--- src/rtl/esiu_pkg.sv ---
// Package of register map, field positions and vectors for the eight source interrupt unit
package esiu_pkg;
  // Register offsets
  localparam logic [7:0] ADDR_SAVED_FLAGS    = 8'hcf;
  localparam logic [7:0] ADDR_SYSTEM_CONTROL = 8'hd5;
  localparam logic [7:0] ADDR_CLOCK_EXT      = 8'hd6;
  localparam logic [7:0] ADDR_THIRD_TIMER    = 8'hd9;
  localparam logic [7:0] ADDR_INT_MASK       = 8'hfd;
  localparam logic [7:0] ADDR_INT_REQUEST    = 8'hfe;
  localparam logic [7:0] ADDR_PROC_FLAGS     = 8'hff;
  // Field positions
  localparam int GIE_BIT            = 0;
  localparam int EDGE1_BIT          = 0;
  localparam int EDGE2_BIT          = 1;
  localparam int THIRD_TIMER_ON_BIT = 7;
  localparam int HEARTBEAT_ON_BIT   = 6;
  localparam int SRC_TIMER1         = 0;
  localparam int SRC_TIMER2         = 1;
  localparam int SRC_FILTER         = 2;
  localparam int SRC_PIN1           = 3;
  localparam int SRC_TIMER3         = 4;
  localparam int SRC_BLOCK          = 5;
  localparam int SRC_PIN2           = 6;
  localparam int SRC_HEARTBEAT      = 7;
  // Reset values
  localparam logic [7:0] RST_REG8 = 8'h00;
  // Vector step and width
  localparam logic [15:0] VEC_STEP = 16'h0004;
  localparam int          VEC_W    = 20;
  localparam int          NSRC     = 8;
  // Lowest set bit index, used for priority and vector
  function automatic logic [2:0] esiu_lowest(input logic [7:0] v);
    logic [2:0] r;
    r = 3'h0;
    for (int i = 7; i >= 0; i--) begin
      if (v[i]) begin
        r = 3'(i);
      end
    end
    return r;
  endfunction : esiu_lowest
endpackage : esiu_pkg

--- src/rtl/esiu_edge.sv ---
// Rising edge detector for internal same-clock event lines
`timescale 1ns/1ps
module esiu_edge
  import esiu_pkg::*;
(
  // Clock and reset
  input  wire logic       clk_sys,
  input  wire logic       sys_rst,
  // Event levels
  input  wire logic [5:0] ev,
  // One cycle rise pulses
  output logic      [5:0] rise
);
  typedef struct packed {
    logic [5:0] prev;
  } esiu_edge_type;
  esiu_edge_type st_ff, nxt_st;
  always_comb begin
    nxt_st      = st_ff;
    nxt_st.prev = ev;
  end
  always_ff @(posedge clk_sys or posedge sys_rst) begin
    if (sys_rst) begin
      st_ff <= '0;
    end else begin
      st_ff <= nxt_st;
    end
  end
  assign rise = ev & ~st_ff.prev;
endmodule : esiu_edge

--- src/rtl/esiu_sync.sv ---
// Two stage synchroniser with edge detector for one external pin
`timescale 1ns/1ps
module esiu_sync
  import esiu_pkg::*;
(
  // Clock and reset
  input  wire logic clk_sys,
  input  wire logic sys_rst,
  // Pin and polarity
  input  wire logic pin,
  input  wire logic falling,
  // Edge matching the polarity
  output logic      hit
);
  typedef struct packed {
    logic s1;
    logic s2;
    logic s3;
  } esiu_sync_type;
  esiu_sync_type st_ff, nxt_st;
  // First stage feeds only the second
  always_comb begin
    nxt_st    = st_ff;
    nxt_st.s1 = pin;
    nxt_st.s2 = st_ff.s1;
    nxt_st.s3 = st_ff.s2;
  end
  always_ff @(posedge clk_sys or posedge sys_rst) begin
    if (sys_rst) begin
      st_ff <= '0;
    end else begin
      st_ff <= nxt_st;
    end
  end
  // Edge chosen by polarity; 0 rising, 1 falling
  assign hit = falling ? (st_ff.s3 & ~st_ff.s2) : (~st_ff.s3 & st_ff.s2);
endmodule : esiu_sync

--- src/rtl/esiu_top.sv ---
// Eight source interrupt unit: request latching, masking, flag save and vector supply
//
// Overview of operation
// Eight sources, each with its own mask bit and request bit.
// Internal sources latch on rising edge; pins use programmable edge.
// Mask bits map 7 heartbeat down to 0 first timer.
// Request register holds one pending flag per source, same layout.
// Interrupt taken only when request, mask and global enable all set.
// On accept copy flags to saved flags, then clear global enable.
// Return from interrupt reloads flags from saved flags.
// Saved flags readable and writable by software at its address.
// Interrupt during enable-clearing instruction restores global enable as zero.
// System control bits 1:0 pick pin edge, 0 rising, 1 falling.
// Software driven pin transitions also raise pin requests.
// Masked requests still latch and read back for polling.
// Writing 0 clears a request flag; writing 1 does nothing.
// Accepting an interrupt leaves its request flag set.
// Vector for request n is four times n plus four.
// Vector is 20 bits; high nibble follows code bank, untouched.
// Second timer overflow latches its request even in idle.
// Wakeup only if second timer flag was clear before power down.
// Third timer and heartbeat timer stop when their on bits are 0.
// Reset clears global enable; execution starts at address zero.
// Lowest numbered enabled pending request is serviced first.
// Pin levels pass two flip-flops before edge detection.
`timescale 1ns/1ps
module esiu_top
  import esiu_pkg::*;
(
  // Clock and reset
  input  wire logic        clk_sys,
  input  wire logic        sys_rst,
  // Register port
  input  wire logic [7:0]  reg_addr,
  input  wire logic [7:0]  reg_wdata,
  input  wire logic        reg_wr,
  input  wire logic        reg_rd,
  output logic      [7:0]  reg_rdata,
  // Event sources from timers and technology blocks
  input  wire logic        timer1_ovf,
  input  wire logic        timer2_ovf,
  input  wire logic        timer3_ovf,
  input  wire logic        heartbeat_ovf,
  input  wire logic        filter_end,
  input  wire logic        block_end,
  // External pins, already resolved to wire level
  input  wire logic        first_external_pin,
  input  wire logic        second_external_pin,
  // Processor core handshake
  input  wire logic        int_ack,
  input  wire logic        return_from_interrupt,
  input  wire logic        gie_clear_op,
  input  wire logic [3:0]  code_bank,
  input  wire logic        power_down,
  // To processor core and timers
  output logic             int_req,
  output logic [VEC_W-1:0] int_vector,
  output logic             timer2_wakeup,
  output logic             third_timer_on,
  output logic             heartbeat_clock_on
);
  typedef struct packed {
    logic [7:0]       saved_flags;
    logic [7:0]       system_control;
    logic [7:0]       clock_extension;
    logic [7:0]       third_timer_control;
    logic [7:0]       interrupt_mask;
    logic [7:0]       interrupt_request;
    logic [7:0]       processor_flags;
    logic [7:0]       rdata;
    logic             req;
    logic [VEC_W-1:0] vector;
    logic             t2_armed;
    logic             wake;
    logic             pdn_prev;
  } esiu_state_type;

  esiu_state_type st_ff, nxt_st;
  logic           pin1_hit;
  logic           pin2_hit;
  logic [5:0]     rise;
  logic [7:0]     events;
  logic [7:0]     pending;
  logic [2:0]     winner;

  // Synchronised pin edges; pin writes by software arrive on the same wire
  esiu_sync u_pin1 (
    .clk_sys (clk_sys),
    .sys_rst (sys_rst),
    .pin     (first_external_pin),
    .falling (st_ff.system_control[EDGE1_BIT]),
    .hit     (pin1_hit)
  );
  esiu_sync u_pin2 (
    .clk_sys (clk_sys),
    .sys_rst (sys_rst),
    .pin     (second_external_pin),
    .falling (st_ff.system_control[EDGE2_BIT]),
    .hit     (pin2_hit)
  );

  // Internal sources share one rising edge detector
  esiu_edge u_edge (
    .clk_sys (clk_sys),
    .sys_rst (sys_rst),
    .ev      ({heartbeat_ovf, block_end, timer3_ovf, filter_end, timer2_ovf, timer1_ovf}),
    .rise    (rise)
  );

  // Collect events in request bit order
  always_comb begin
    events                = '0;
    events[SRC_TIMER1]    = rise[0];
    events[SRC_TIMER2]    = rise[1];
    events[SRC_FILTER]    = rise[2];
    events[SRC_PIN1]      = pin1_hit;
    events[SRC_TIMER3]    = rise[3];
    events[SRC_BLOCK]     = rise[4];
    events[SRC_PIN2]      = pin2_hit;
    events[SRC_HEARTBEAT] = rise[5];
  end

  // Pending set is request gated by mask; global enable gates only the request line
  assign pending = st_ff.interrupt_request & st_ff.interrupt_mask;
  assign winner  = esiu_lowest(pending);

  // Next state: register writes, request latching, accept and return
  always_comb begin
    logic [7:0] req_next;
    logic       wr_hit;
    req_next = st_ff.interrupt_request;
    wr_hit   = 1'b0;
    nxt_st   = st_ff;
    nxt_st.pdn_prev = power_down;
    // Register writes
    if (reg_wr) begin
      case (reg_addr)
        ADDR_SAVED_FLAGS: begin
          nxt_st.saved_flags = reg_wdata;
        end
        ADDR_SYSTEM_CONTROL: begin
          nxt_st.system_control = reg_wdata;
        end
        ADDR_CLOCK_EXT: begin
          nxt_st.clock_extension = reg_wdata;
        end
        ADDR_THIRD_TIMER: begin
          nxt_st.third_timer_control = reg_wdata;
        end
        ADDR_INT_MASK: begin
          nxt_st.interrupt_mask = reg_wdata;
        end
        ADDR_INT_REQUEST: begin
          req_next = req_next & reg_wdata;
          wr_hit   = 1'b1;
        end
        ADDR_PROC_FLAGS: begin
          nxt_st.processor_flags = reg_wdata;
        end
        default: begin
          wr_hit = 1'b0;
        end
      endcase
    end
    // Hardware set wins over a clear in the same cycle
    req_next = req_next | events;
    nxt_st.interrupt_request = req_next;
    // Accept: save flags, then drop global enable; request stays set
    if (int_ack && st_ff.req) begin
      nxt_st.saved_flags = st_ff.processor_flags;
      if (gie_clear_op) begin
        nxt_st.saved_flags[GIE_BIT] = 1'b0;
      end
      nxt_st.processor_flags[GIE_BIT] = 1'b0;
    end else if (return_from_interrupt) begin
      nxt_st.processor_flags = st_ff.saved_flags;
    end
    // Request line and vector toward the core
    nxt_st.req = (|pending) && nxt_st.processor_flags[GIE_BIT] && !(int_ack && st_ff.req);
    nxt_st.vector = {code_bank, VEC_STEP * (16'(winner) + 16'h0001)};
    // Timer2 wakeup arming sampled at the entry into power down
    if (power_down && !st_ff.pdn_prev) begin
      nxt_st.t2_armed = ~st_ff.interrupt_request[SRC_TIMER2];
    end else if (!power_down) begin
      nxt_st.t2_armed = 1'b0;
    end
    nxt_st.wake = power_down && st_ff.t2_armed && events[SRC_TIMER2];
    // Read data, one cycle after the strobe
    nxt_st.rdata = 8'h00;
    if (reg_rd) begin
      case (reg_addr)
        ADDR_SAVED_FLAGS:    nxt_st.rdata = st_ff.saved_flags;
        ADDR_SYSTEM_CONTROL: nxt_st.rdata = st_ff.system_control;
        ADDR_CLOCK_EXT:      nxt_st.rdata = st_ff.clock_extension;
        ADDR_THIRD_TIMER:    nxt_st.rdata = st_ff.third_timer_control;
        ADDR_INT_MASK:       nxt_st.rdata = st_ff.interrupt_mask;
        ADDR_INT_REQUEST:    nxt_st.rdata = st_ff.interrupt_request;
        ADDR_PROC_FLAGS:     nxt_st.rdata = st_ff.processor_flags;
        default:             nxt_st.rdata = 8'h00;
      endcase
    end
  end

  // State register; reset drops global enable
  always_ff @(posedge clk_sys or posedge sys_rst) begin
    if (sys_rst) begin
      st_ff <= '0;
    end else begin
      st_ff <= nxt_st;
    end
  end

  // Outputs straight from flip-flops
  assign reg_rdata          = st_ff.rdata;
  assign int_req            = st_ff.req;
  assign int_vector         = st_ff.vector;
  assign timer2_wakeup      = st_ff.wake;
  assign third_timer_on     = st_ff.third_timer_control[THIRD_TIMER_ON_BIT];
  assign heartbeat_clock_on = st_ff.clock_extension[HEARTBEAT_ON_BIT];
endmodule : esiu_top

--- config.mk ---
export PLATFORM = sky130hd
export DESIGN_NAME = esiu_top
export DESIGN_NICKNAME = d
export VERILOG_FILES = /design/src/rtl/esiu_pkg.sv /design/src/rtl/esiu_edge.sv /design/src/rtl/esiu_sync.sv /design/src/rtl/esiu_top.sv
export SDC_FILE = /design/constraint.sdc
export NUM_CORES = 1
export LEC_CHECK = 0
export ABC_AREA = 1
export CAP_MARGIN = 20
export CORE_ASPECT_RATIO = 1.4
export CORE_MARGIN = 4
export CORE_UTILIZATION = 25
export CTS_BUF_LIST = sky130_fd_sc_hd__clkbuf_8
export CTS_CLUSTER_SIZE = 40
export DETAILED_ROUTE_END_ITERATION = 10
export DONT_BUFFER_PORTS = 1
export PLACE_DENSITY = 0.39
export SYNTH_ARGS = -nofsm -noshare
export SYNTH_HDL_FRONTEND = slang
export SYNTH_SLANG_ARGS = --single-unit
--- constraint.sdc ---
create_clock -name clk_sys -period 3.2 [get_ports clk_sys]
set_input_delay 0.64 -clock clk_sys [delete_from_list [all_inputs] [get_ports clk_sys]]
set_output_delay 0.64 -clock clk_sys [all_outputs]
set_load 0.02 [all_outputs]
After elaboration in Yosys (flattened, before gate mapping). Cells that the tools add are included.

Register bits: 98. Input bits: 36. Output and inout port bits: 32. Word-level logic and storage cells: 88.

Add/subtract/negate cells: 1. Eq/ne operators: 8. Muxes and demuxes: 29. Bitwise operators: 14. Reduce and logical (&&, ||, !) cells: 16.

Operators with widths (number): 8-bit 2-to-1 mux (12); 8-bit equality test (second input constant) (7); 8-bit one-hot mux with 7 select lines (1); 40-bit 2-to-1 mux (1); 3-bit 2-to-1 mux (8); 8-bit bitwise AND (2); 2-bit AND reduction (5); 8-bit bitwise OR (1); 8-bit OR reduction (1); 7-bit 2-to-1 mux (1); 6-bit bitwise AND (1); 1-bit logical AND (6); 1-bit 2-to-1 mux (6); 6-bit NOT (1); 1-bit NOT (5); 3-bit by 1-bit adder with 4-bit output (second input constant) (1); 1-bit bitwise AND (4); 2-bit nonzero test (2); 1-bit zero test (2); 2-bit by 1-bit != test with 1-bit output (second input constant) (1).

Longest topological paths before layout. Gate-level depths: netlist (run 1).

Depth after elaboration: 10. Depth in mapped cells: 12. Mapped depth without buffers: 12.

Modules after synthesis. Synthesis (run 1) repeated with hierarchy kept, for this count alone.

Cell total of the unflattened synthesis: 525. Area, all modules: 4247.8 µm².

By module, submodules not included: esiu_top (times used 1, cells an instance 486, area an instance 3826.2 µm², seq. area each 1901.8 µm²); esiu_edge (times used 1, cells an instance 19, area an instance 214.0 µm², seq. area each 150.1 µm²); esiu_sync (times used 2, cells an instance 10, area an instance 103.8 µm², seq. area each 75.1 µm²).

Worst setup path after synthesis (run 1). OpenSTA, ideal clock, no wires.

Path kind: input port to flip-flop. Start: in reg_addr[1]. End: reg st_ff[56] (netlist bit). Library setup time: 0.119 ns. Data arrival time: 1.532 ns. Data required time: 3.081 ns. Path slack: 1.549 ns. Stages on the path: 8. Path buffers: 1. Cells stage by stage: inv_1 -> nand2_2 -> nor2_2 -> nand2_2 -> nor2_4 -> buf_6 -> nand2_1 -> o21a_1.

Cells in the longest elaborated chain, start to end: 2.

RTL lines: start, declared (line esiu_top.sv:34) `input wire logic [7:0] reg_addr,`; 8-bit equality test (line esiu_top.sv:137) `case (reg_addr)`; 2-bit AND reduction (no source line); end signal, assigned (line esiu_top.sv:209) `st_ff <= nxt_st;`; end, declared (line esiu_top.sv:78) `esiu_state_type st_ff, nxt_st;`.

No other way between the ends. A chain may end at the register's enable or synchronous reset.

Worst setup path in the final report (run 1).
Start: in reg_addr[3]. End: reg st_ff[87] (netlist bit).

Cells in the longest elaborated chain, start to end: 3.

RTL lines (line): 8-bit equality test (esiu_top.sv:137); 2-bit nonzero test (no source line); 2-bit AND reduction (no source line).

No other way between the ends.

==> results of run 1 <==
## critical path, cell delays in order
cell	delay, ps
nand2_1	140
nor2_2	490
nand3_1	270
nand2_1	300
nand2_1	80
o21ai_0	80
## synth_stat cells (all sizes together), types with 2 or more instances
library cell	count
nand3	59
nand2	121
dfrtp	88
o21ai	46
inv	39
o211ai	2
o21a	8
nor2	54
nor3	3
buf	38
a21oi	27
## metal layers
metal / global-route usage / wire [um] / share of wire / vias up
li1: - / - / - / 1524
met1: 0.157 / 4730 / 0.42 / 1448
met4: 0.0438 / 204 / 0.018 / 0
met3: 0.0294 / 580 / 0.051 / 13
met5: 0 / 0 / 0 / -
met2: 0.219 / 5880 / 0.52 / 75
## layout make-up
cell class | count | area (um2)
Inverter | 40 | 151
Tap cell | 199 | 249
Fill cell | 1789 | 11800
Sequential cell | 88 | 2200
Timing Repair Buffer | 3 | 35.0
Multi-Input combinational cell | 337 | 1570
Clock buffer | 13 | 179
Clock inverter | 3 | 38.8
## cells by family after synthesis
family | after synthesis | synth area share
other cells | 1 | 0.000905
simple gates | 240 | 0.256
buf+inv | 78 | 0.101
fa+ha+maj | 1 | 0.00302
xor+xnor | 1 | 0.00211
flops | 88 | 0.531
compound gates | 83 | 0.106
## cell usage in the layout, fill, tap and decap left out, types with 2 or more instances in the layout
cell type  synthesis  final
nand3_1           56     56
nor2_4             3      3
a21oi_1           27     27
nand2_2            5      5
buf_4             28      2
nor2_2             5      5
o21ai_0           38     38
o21a_1             8      8
nand3_2            3      3
nor3_1             2      2
nand2_1          116    116
conb_1             1     12
inv_1             38     38
o211ai_1           2      2
clkinv_2           0      2
o21ai_1            8      8
dfrtp_1           88     88
clkbuf_8           0     13
nor2_1            46     46
## registers in the layout (all words and copies together) (netlist names)
register	cells
heartbeat_clock_on	1
u_edge.st_ff	6
int_req	1
st_ff	56
timer2_wakeup	1
u_pin1.nxt_st	2
int_vector	8
u_pin2.nxt_st	2
u_pin2.st_ff	1
third_timer_on	1
u_pin1.st_ff	1
reg_rdata	8
## final timing paths
| kind | end | slack [ps] | cells after the start |
|---|---|---|---|
| min reg2reg | u_pin2.nxt_st[0]$_DFF_PP0_ | 360 | 0 |
| max | st_ff[87]$_DFFE_PP0P_ | 1460 | 6 |
| max reg2reg | st_ff[36]$_DFF_PP0_ | 1640 | 5 |
| max in group asynchronous | reg_rdata[3]$_DFF_PP0_ | 2230 | 2 |
| min in group clk_sys | int_vector[19]$_DFF_PP0_ | 290 | 0 |
| min | st_ff[0]$_DFF_PP0_ | 270 | 1 |
## metrics by stage
| stage | setup slack [ps] | power, mW | std cells |
|---|---|---|---|
| finish | 1460 | 2.50 | 683 |
| global placement | 1110 | 1.70 | 667 |
| detailed placement | 1040 | 1.70 | 667 |
| global route | 1270 | 2.66 | 683 |
| floorplan | 281 | 1.62 | 503 |
| CTS | 1470 | 2.55 | 683 |
## where the power goes
part / internal (mW) / total (mW) / leakage [nW] / switching (mW)
clock network: 0.443 / 0.831 / 0.117 / 0.388
registers: 1.25 / 1.37 / 1.11 / 0.126
logic: 0.0971 / 0.298 / 0.848 / 0.201
==> flow_summary_export.csv, run 1 <==
group,metric,value,unit
routing,ant_nets,0,
global_route,antenna_found_initial,0,
placement,gp_routability_congestion,0.829,
floorplanning,start_util,0.255,
flow_run,max-cap-violations,0,
yosys,synthCells,492,
layout,area_delta_synth_final,6.70,%
timing,slew_viol_final,0,
routing,via_count,3060,
routing,viasPerCell,4.48,
power,leakagePower,2.07,nW
global_route,grt_pass1_vias,3144,
yosys,post-synth-top-area-cell,"dfrtp_1",
routing,wl_per_cell,16.7,um
yosys,ys_seq_area_frac,0.531,
critical_path,path_max_fanout,12,
critical_path,crit_type,"in -> reg",
yosys,synth_top_area_share,0.531,
floorplanning,die_w,117,um
yosys,synth-edff-count,0,
timing,rsz0062_at_grt,"no",
run_status,outcome,"finished clean",
timing,worst_clock_skew,14.7,ps
timing,worstMarginPinSlew,781,ps
timing,hold_violations,0,
layout,drive_gt1_frac,0.0785,
global_route,overflow,0,
min_path,hold_class,"in -> async",
floorplanning,die_h,160,um
timing,holdWs,269,ps
yosys,yosysWarningCount,0,
placement,port_buffers,0,
layout,finalInstanceArea,4420,um2
global_route,grt_usage,0.128,
yosys,ys.flop_type,"dfrtp_1",
timing,fin_crit_sh,0.543,
routing,remaining_drc_errors,0,
yosys,ys_async_sr_fraction,1.00,
routing,drt_wl_total,11400,um
clock_tree,cts-buffers-inserted,9,
floorplanning,fp.coreArea,16200,um2
yosys,ys_types,27,
timing,final.min_clock_period,1740,ps
placement,place_area,4210,um2
clock_tree,clkSinkCount,88,
critical_path,crit_arrival,2010,ps
clock_tree,h-tree-depth,3,
floorplanning,floorplan.rows,55,
critical_path,r2r_start,"int_req$_DFF_PP0_",
critical_path,critPathCaptureType,"flip-flop",
floorplanning,io_pins,68,
timing,setup_viol,0,
clock_tree,cts_hold_buf,0,
routing,drt-pass1-iter-count,4,
layout,fin_nets,516,
yosys,synth_area,4150,um2
critical_path,required,3480,ps
clock_tree,post_cts_resized,0,
clock_tree,clk_pin_slew,80,ps
critical_path,worstSetupStartpoint,"reg_addr[3]",
clock_tree,cts_setup_buffers,0,
placement,place_hpwl,8780,um
global_route,grt_max_degree,48,
power,p_per_area,565,nW/um2
layout,antenna_cells,0,
power,vdd_drop_max,0.148,mV
yosys,synth_area_leaders,"dfrtp_1 53%, nand2_1 11%, nand3_1 6.8%, buf_4 5.1%, o21ai_0 4.6%",
routing,first_iter_violations,115,
floorplanning,dieArea,18700,um2
clock_tree,tritoncts,"yes",
global_route,grt_first_pass_wirelength,17900,um
critical_path,start_kind,"input pin",
clock_tree,clk_latency,370,ps
timing,fmax,0.576,GHz
timing,fin_tns_setup,0,ps
timing,slew_headroom,0.479,
yosys,syn_area_per_cell,8.43,um2
clock_tree,clock_path_buffers,2,
layout,fin_util,0.272,
yosys,ys_ff_latch,88,
clock_tree,clockRootBuffer,"clkbuf_8",
No activity file was read; power rests on OpenSTA's default activity.
==> run 2: changes to the inputs <==
--- a/config.mk
+++ b/config.mk
@@ -14,7 +14,7 @@
 export CTS_CLUSTER_SIZE = 40
 export DETAILED_ROUTE_END_ITERATION = 10
 export DONT_BUFFER_PORTS = 1
-export PLACE_DENSITY = 0.39
+export PLACE_DENSITY = 0.41
 export SYNTH_ARGS = -nofsm -noshare
 export SYNTH_HDL_FRONTEND = slang
 export SYNTH_SLANG_ARGS = --single-unit
==> constraint.sdc (replaced) <==
create_clock -name clk_sys -period 1.4 [get_ports clk_sys]
set_input_delay 0.28 -clock clk_sys [delete_from_list [all_inputs] [get_ports clk_sys]]
set_output_delay 0.28 -clock clk_sys [all_outputs]
set_load 0.02 [all_outputs]
==> flow_summary_export.csv, run 2 (synthesized netlist as in run 1, its figures left out) <==
group,metric,value,unit
run_status,outcome,"finished clean",
critical_path,crit_type,"reg -> reg",
power,power,5.98,mW
layout,final_common_cell,"nand2_1",
routing,ant_nets,0,
routing,drt-pass1-iter-count,4,
timing,fmax,0.769,GHz
critical_path,start_kind,"flip-flop",
layout,fin_util,0.297,
routing,via_count,3206,
clock_tree,clk_latency,370,ps
global_route,grt_usage,0.131,
layout,largest_reg_flops,56,
layout,area_delta_synth_final,16.4,%
routing,viasPerCell,4.43,
power,vdd_drop_max,0.374,mV
layout,antenna_cells,0,
placement,place_area,4420,um2
layout,largest_register,"st_ff",
clock_tree,clock_path_buffers,2,
global_route,antenna_found_initial,0,
critical_path,critPathCaptureType,"flip-flop",
global_route,grt_pass1_vias,3265,
layout,finalInstanceArea,4830,um2
floorplanning,floorplan.rows,55,
timing,hold_violations,0,
layout,drive_gt1_frac,0.134,
timing,fin_crit_sh,0.928,
floorplanning,fp.coreArea,16200,um2
timing,setup_viol,0,
global_route,grt_max_degree,39,
routing,wl_per_cell,16.3,um
floorplanning,die_w,117,um
power,p_per_area,1240,nW/um2
timing,worst_clock_skew,16.3,ps
global_route,grt_first_pass_wirelength,18500,um
critical_path,path_max_fanout,2,
placement,place_hpwl,8890,um
floorplanning,die_h,160,um
timing,slew_viol_final,0,
flow_run,max-cap-violations,0,
clock_tree,cts-buffers-inserted,9,
placement,port_buffers,0,
global_route,overflow,0,
floorplanning,io_pins,68,
routing,first_iter_violations,144,
clock_tree,clkSinkCount,88,
routing,remaining_drc_errors,0,
clock_tree,h-tree-depth,3,
clock_tree,clk_pin_slew,90,ps
clock_tree,tritoncts,"yes",
routing,drt_wl_total,11800,um
placement,gp_routability_congestion,0.852,
floorplanning,start_util,0.255,
layout,fin_nets,556,
layout,mostFrequentLayoutCells,"113 x nand2_1, 88 x dfrtp_1, 56 x nand3_1, 45 x nor2_1, 38 x o21ai_0",
critical_path,required,1660,ps
min_path,hold_class,"in -> reg",
floorplanning,dieArea,18700,um2
power,leakagePower,2.27,nW
timing,final.min_clock_period,1300,ps
clock_tree,clockRootBuffer,"clkbuf_8",
timing,rsz0062_at_grt,"yes",
timing,fin_tns_setup,0,ps
critical_path,crit_arrival,1560,ps
run 2: cell type report:
class | instances | area [um2]
clock inverter | 4 | 67.6
clock buffer | 12 | 165
inverter | 40 | 154
multi-input combinational | 337 | 1580
fill | 1742 | 11400
tap | 199 | 249
timing repair buffer | 43 | 408
sequential | 88 | 2200
run 2: worst paths after layout:
kind                                                   end                        from  slack [ps]  cells past startpoint
worst max-delay path               int_vector[4]$_DFF_PP0_       st_ff[55]$_DFFE_PP0P_         100                     12
worst min-delay path                  st_ff[2]$_DFFE_PP0P_                  power_down          20                      2
worst max register to register     int_vector[4]$_DFF_PP0_       st_ff[55]$_DFFE_PP0P_         100                     12
worst min register to register  u_pin2.nxt_st[0]$_DFF_PP0_  u_pin2.nxt_st[1]$_DFF_PP0_         350                      0
max in group asynchronous            st_ff[54]$_DFFE_PP0P_                     sys_rst         480                      3
min in group asynchronous         int_vector[19]$_DFF_PP0_                     sys_rst         390                      2
run 2: worst max-delay path: stages (launching register included):
cell     delay [ps]
dfrtp_1         400
nand2_2         110
inv_2            30
nand2_1          40
nand2_1          40
nand2_1          50
nand2_1          40
nand2_1          50
nand2_1          60
nand2_2          70
inv_2            30
ha_2            160
xnor2_1         110
run 2: power by group:
| group | internal, mW | switching, mW | leakage, nW |
|---|---|---|---|
| logic | 0.318 | 0.486 | 1.04 |
| registers | 2.85 | 0.271 | 1.11 |
| clock network | 1.14 | 0.918 | 0.125 |
run 2: per-layer routing:
metal | vias up | wire length, um | global-route usage
met5 | - | 0 | 0
met4 | 0 | 364 | 0.0553
met3 | 21 | 655 | 0.0290
met2 | 95 | 5780 | 0.213
met1 | 1488 | 4960 | 0.167
li1 | 1602 | - | -
run 2: what timing repair did:
action	4_1_cts	5_1_grt
resized for setup	2	5
pin swaps	0	3
endpoints found under the setup margin	1	2
setup buffers	0	3
hold endpoints to repair	27	0
hold buffers	14	0
run 2: stage by stage:
step | cells | setup WS (ps) | hold slack, ps
floorplan | 503 | 98.2 | 311
global placement | 690 | 3.27 | 172
detailed placement | 690 | -2.09 | 179
CTS | 720 | 25.6 | 0.728
global route | 723 | -31.6 | 0.143
finish | 723 | 100 | 15.4
==> run 3: changes to the inputs <==
--- a/config.mk
+++ b/config.mk
@@ -14,6 +14,7 @@
 export CTS_CLUSTER_SIZE = 40
 export DETAILED_ROUTE_END_ITERATION = 10
 export DONT_BUFFER_PORTS = 1
+export HOLD_SLACK_MARGIN = 0.05
 export PLACE_DENSITY = 0.41
 export SYNTH_ARGS = -nofsm -noshare
 export SYNTH_HDL_FRONTEND = slang
==> flow_summary_export.csv, run 3 (synthesized netlist as in run 1, its figures left out) <==
group,metric,value,unit
timing,setup_viol,0,
routing,remaining_drc_errors,0,
clock_tree,clk_pin_slew,90,ps
layout,mostFrequentLayoutCells,"113 x nand2_1, 88 x dfrtp_1, 56 x nand3_1, 45 x nor2_1, 38 x o21ai_0",
clock_tree,cts-buffers-inserted,9,
layout,largest_reg_flops,56,
placement,place_hpwl,8890,um
layout,final_cells,730,
critical_path,slowest_stage,"dfrtp_1",
floorplanning,dieArea,18700,um2
timing,holdWs,58.7,ps
routing,drt-pass1-iter-count,5,
timing,fin_crit_sh,0.929,
layout,antenna_cells,0,
critical_path,r2r_start,"st_ff[46]$_DFF_PP0_",
min_path,hold_class,"in -> reg",
power,vdd_drop_max,0.373,mV
layout,area_delta_synth_final,18.1,%
power,leakagePower,2.30,nW
timing,worst_clock_skew,18.1,ps
timing,slew_viol_final,0,
critical_path,path_max_fanout,3,
flow_run,max-cap-violations,0,
global_route,grt_pass1_vias,3271,
clock_tree,tritoncts,"yes",
routing,via_count,3225,
critical_path,worstSetupStartpoint,"st_ff[46]$_DFF_PP0_",
clock_tree,h-tree-depth,3,
critical_path,required,1660,ps
layout,final_common_cell,"nand2_1",
floorplanning,start_util,0.255,
critical_path,cp_common_cell,"nand2_1",
critical_path,crit_type,"reg -> reg",
timing,setup_ws,99.5,ps
power,p_per_area,1230,nW/um2
placement,port_buffers,0,
placement,dp.cells,690,
routing,ant_nets,0,
routing,viasPerCell,4.42,
placement,dp_slack,-2.09,ps
critical_path,critPathCaptureType,"flip-flop",
timing,hold_violations,0,
placement,gp_routability_congestion,0.852,
timing,rsz0062_at_grt,"yes",
layout,largest_register,"st_ff",
timing,fmax,0.769,GHz
floorplanning,floorplan.rows,55,
min_path,hold_start,"timer3_ovf",
clock_tree,clk_latency,370,ps
global_route,antenna_found_initial,0,
critical_path,max_stage_delay,410,ps
global_route,grt_max_degree,39,
layout,fin_util,0.301,
floorplanning,die_h,160,um
clock_tree,clockRootBuffer,"clkbuf_8",
global_route,overflow,0,
routing,drt_wl_total,11900,um
critical_path,start_kind,"flip-flop",
critical_path,worstPathCellList,"nand2_2 > nand2_1 > nand2_1 > nand2_1 > nand2_1 > nand2_1 > nand2_1 > nand2_2 > inv_2 > ha_2",
routing,first_iter_violations,170,
global_route,grt_usage,0.132,
timing,final.min_clock_period,1300,ps
power,power,6.01,mW
critical_path,crit_arrival,1560,ps
global_route,grt_first_pass_wirelength,18600,um
floorplanning,io_pins,68,
floorplanning,die_w,117,um
run_status,outcome,"finished clean",
clock_tree,clkSinkCount,88,
clock_tree,clock_path_buffers,2,
layout,fin_nets,563,
layout,drive_gt1_frac,0.132,
floorplanning,fp.coreArea,16200,um2
routing,wl_per_cell,16.3,um
[run 3: cell count changes in the layout (fill, tap and decap cells not counted), sizes merged]
cell	delta
dlygate4sd3	+7
[run 3: critical path: cells and delay by family (launching register included)]
family        cells  cell delay [ps]
fa+ha+maj         1              250
buf+inv           1               50
flops             1              410
simple gates      8              480
[run 3: cell type report]
cell class	instances	area (um2)
sequential	88	2200
clock buffer	12	165
timing repair buffer	50	478
tap	199	249
clock inverter	4	67.6
multi-input combinational	337	1580
inverter	40	154
fill	1739	11300
[run 3: final timing paths]
check	slack, ps	cells after the start	to
min reg2reg	350	0	u_pin2.nxt_st[0]$_DFF_PP0_
max in group asynchronous	470	3	st_ff[54]$_DFFE_PP0P_
max reg2reg	100	10	int_vector[3]$_DFF_PP0_
min in group asynchronous	390	2	reg_rdata[1]$_DFF_PP0_
max	100	10	int_vector[3]$_DFF_PP0_
min	60	2	st_ff[44]$_DFF_PP0_
[run 3: timing repair]
item                       in CTS  in global routing
hold buffers                   21                  0
buffers inserted                0                  3
gates resized for setup         2                  5
pin swaps                       0                  3
setup endpoints to repair       1                  2
cloned                          0                  0
hold endpoints to repair       43                  0
[run 3: metal layers]
layer / track usage / vias to the layer above / share of wire
met1: 0.170 / 1516 / 0.43
met3: 0.0283 / 18 / 0.047
li1: - / 1620 / -
met4: 0.0516 / 0 / 0.026
met2: 0.216 / 71 / 0.49
met5: 0 / - / 0
[run 3: where the power goes]
group	internal, mW	switching [mW]
clock network	1.14	0.919
registers	2.85	0.272
logic	0.331	0.497
[run 3: stage by stage]
| stage | setup TNS (ps) | instance area [um2] |
|---|---|---|
| floorplan | 0 | 4190 |
| global placement | 0 | 4420 |
| detailed placement | -2.09 | 4420 |
| CTS | 0 | 4870 |
| global route | -45.6 | 4900 |
| finish | 0 | 4900 |
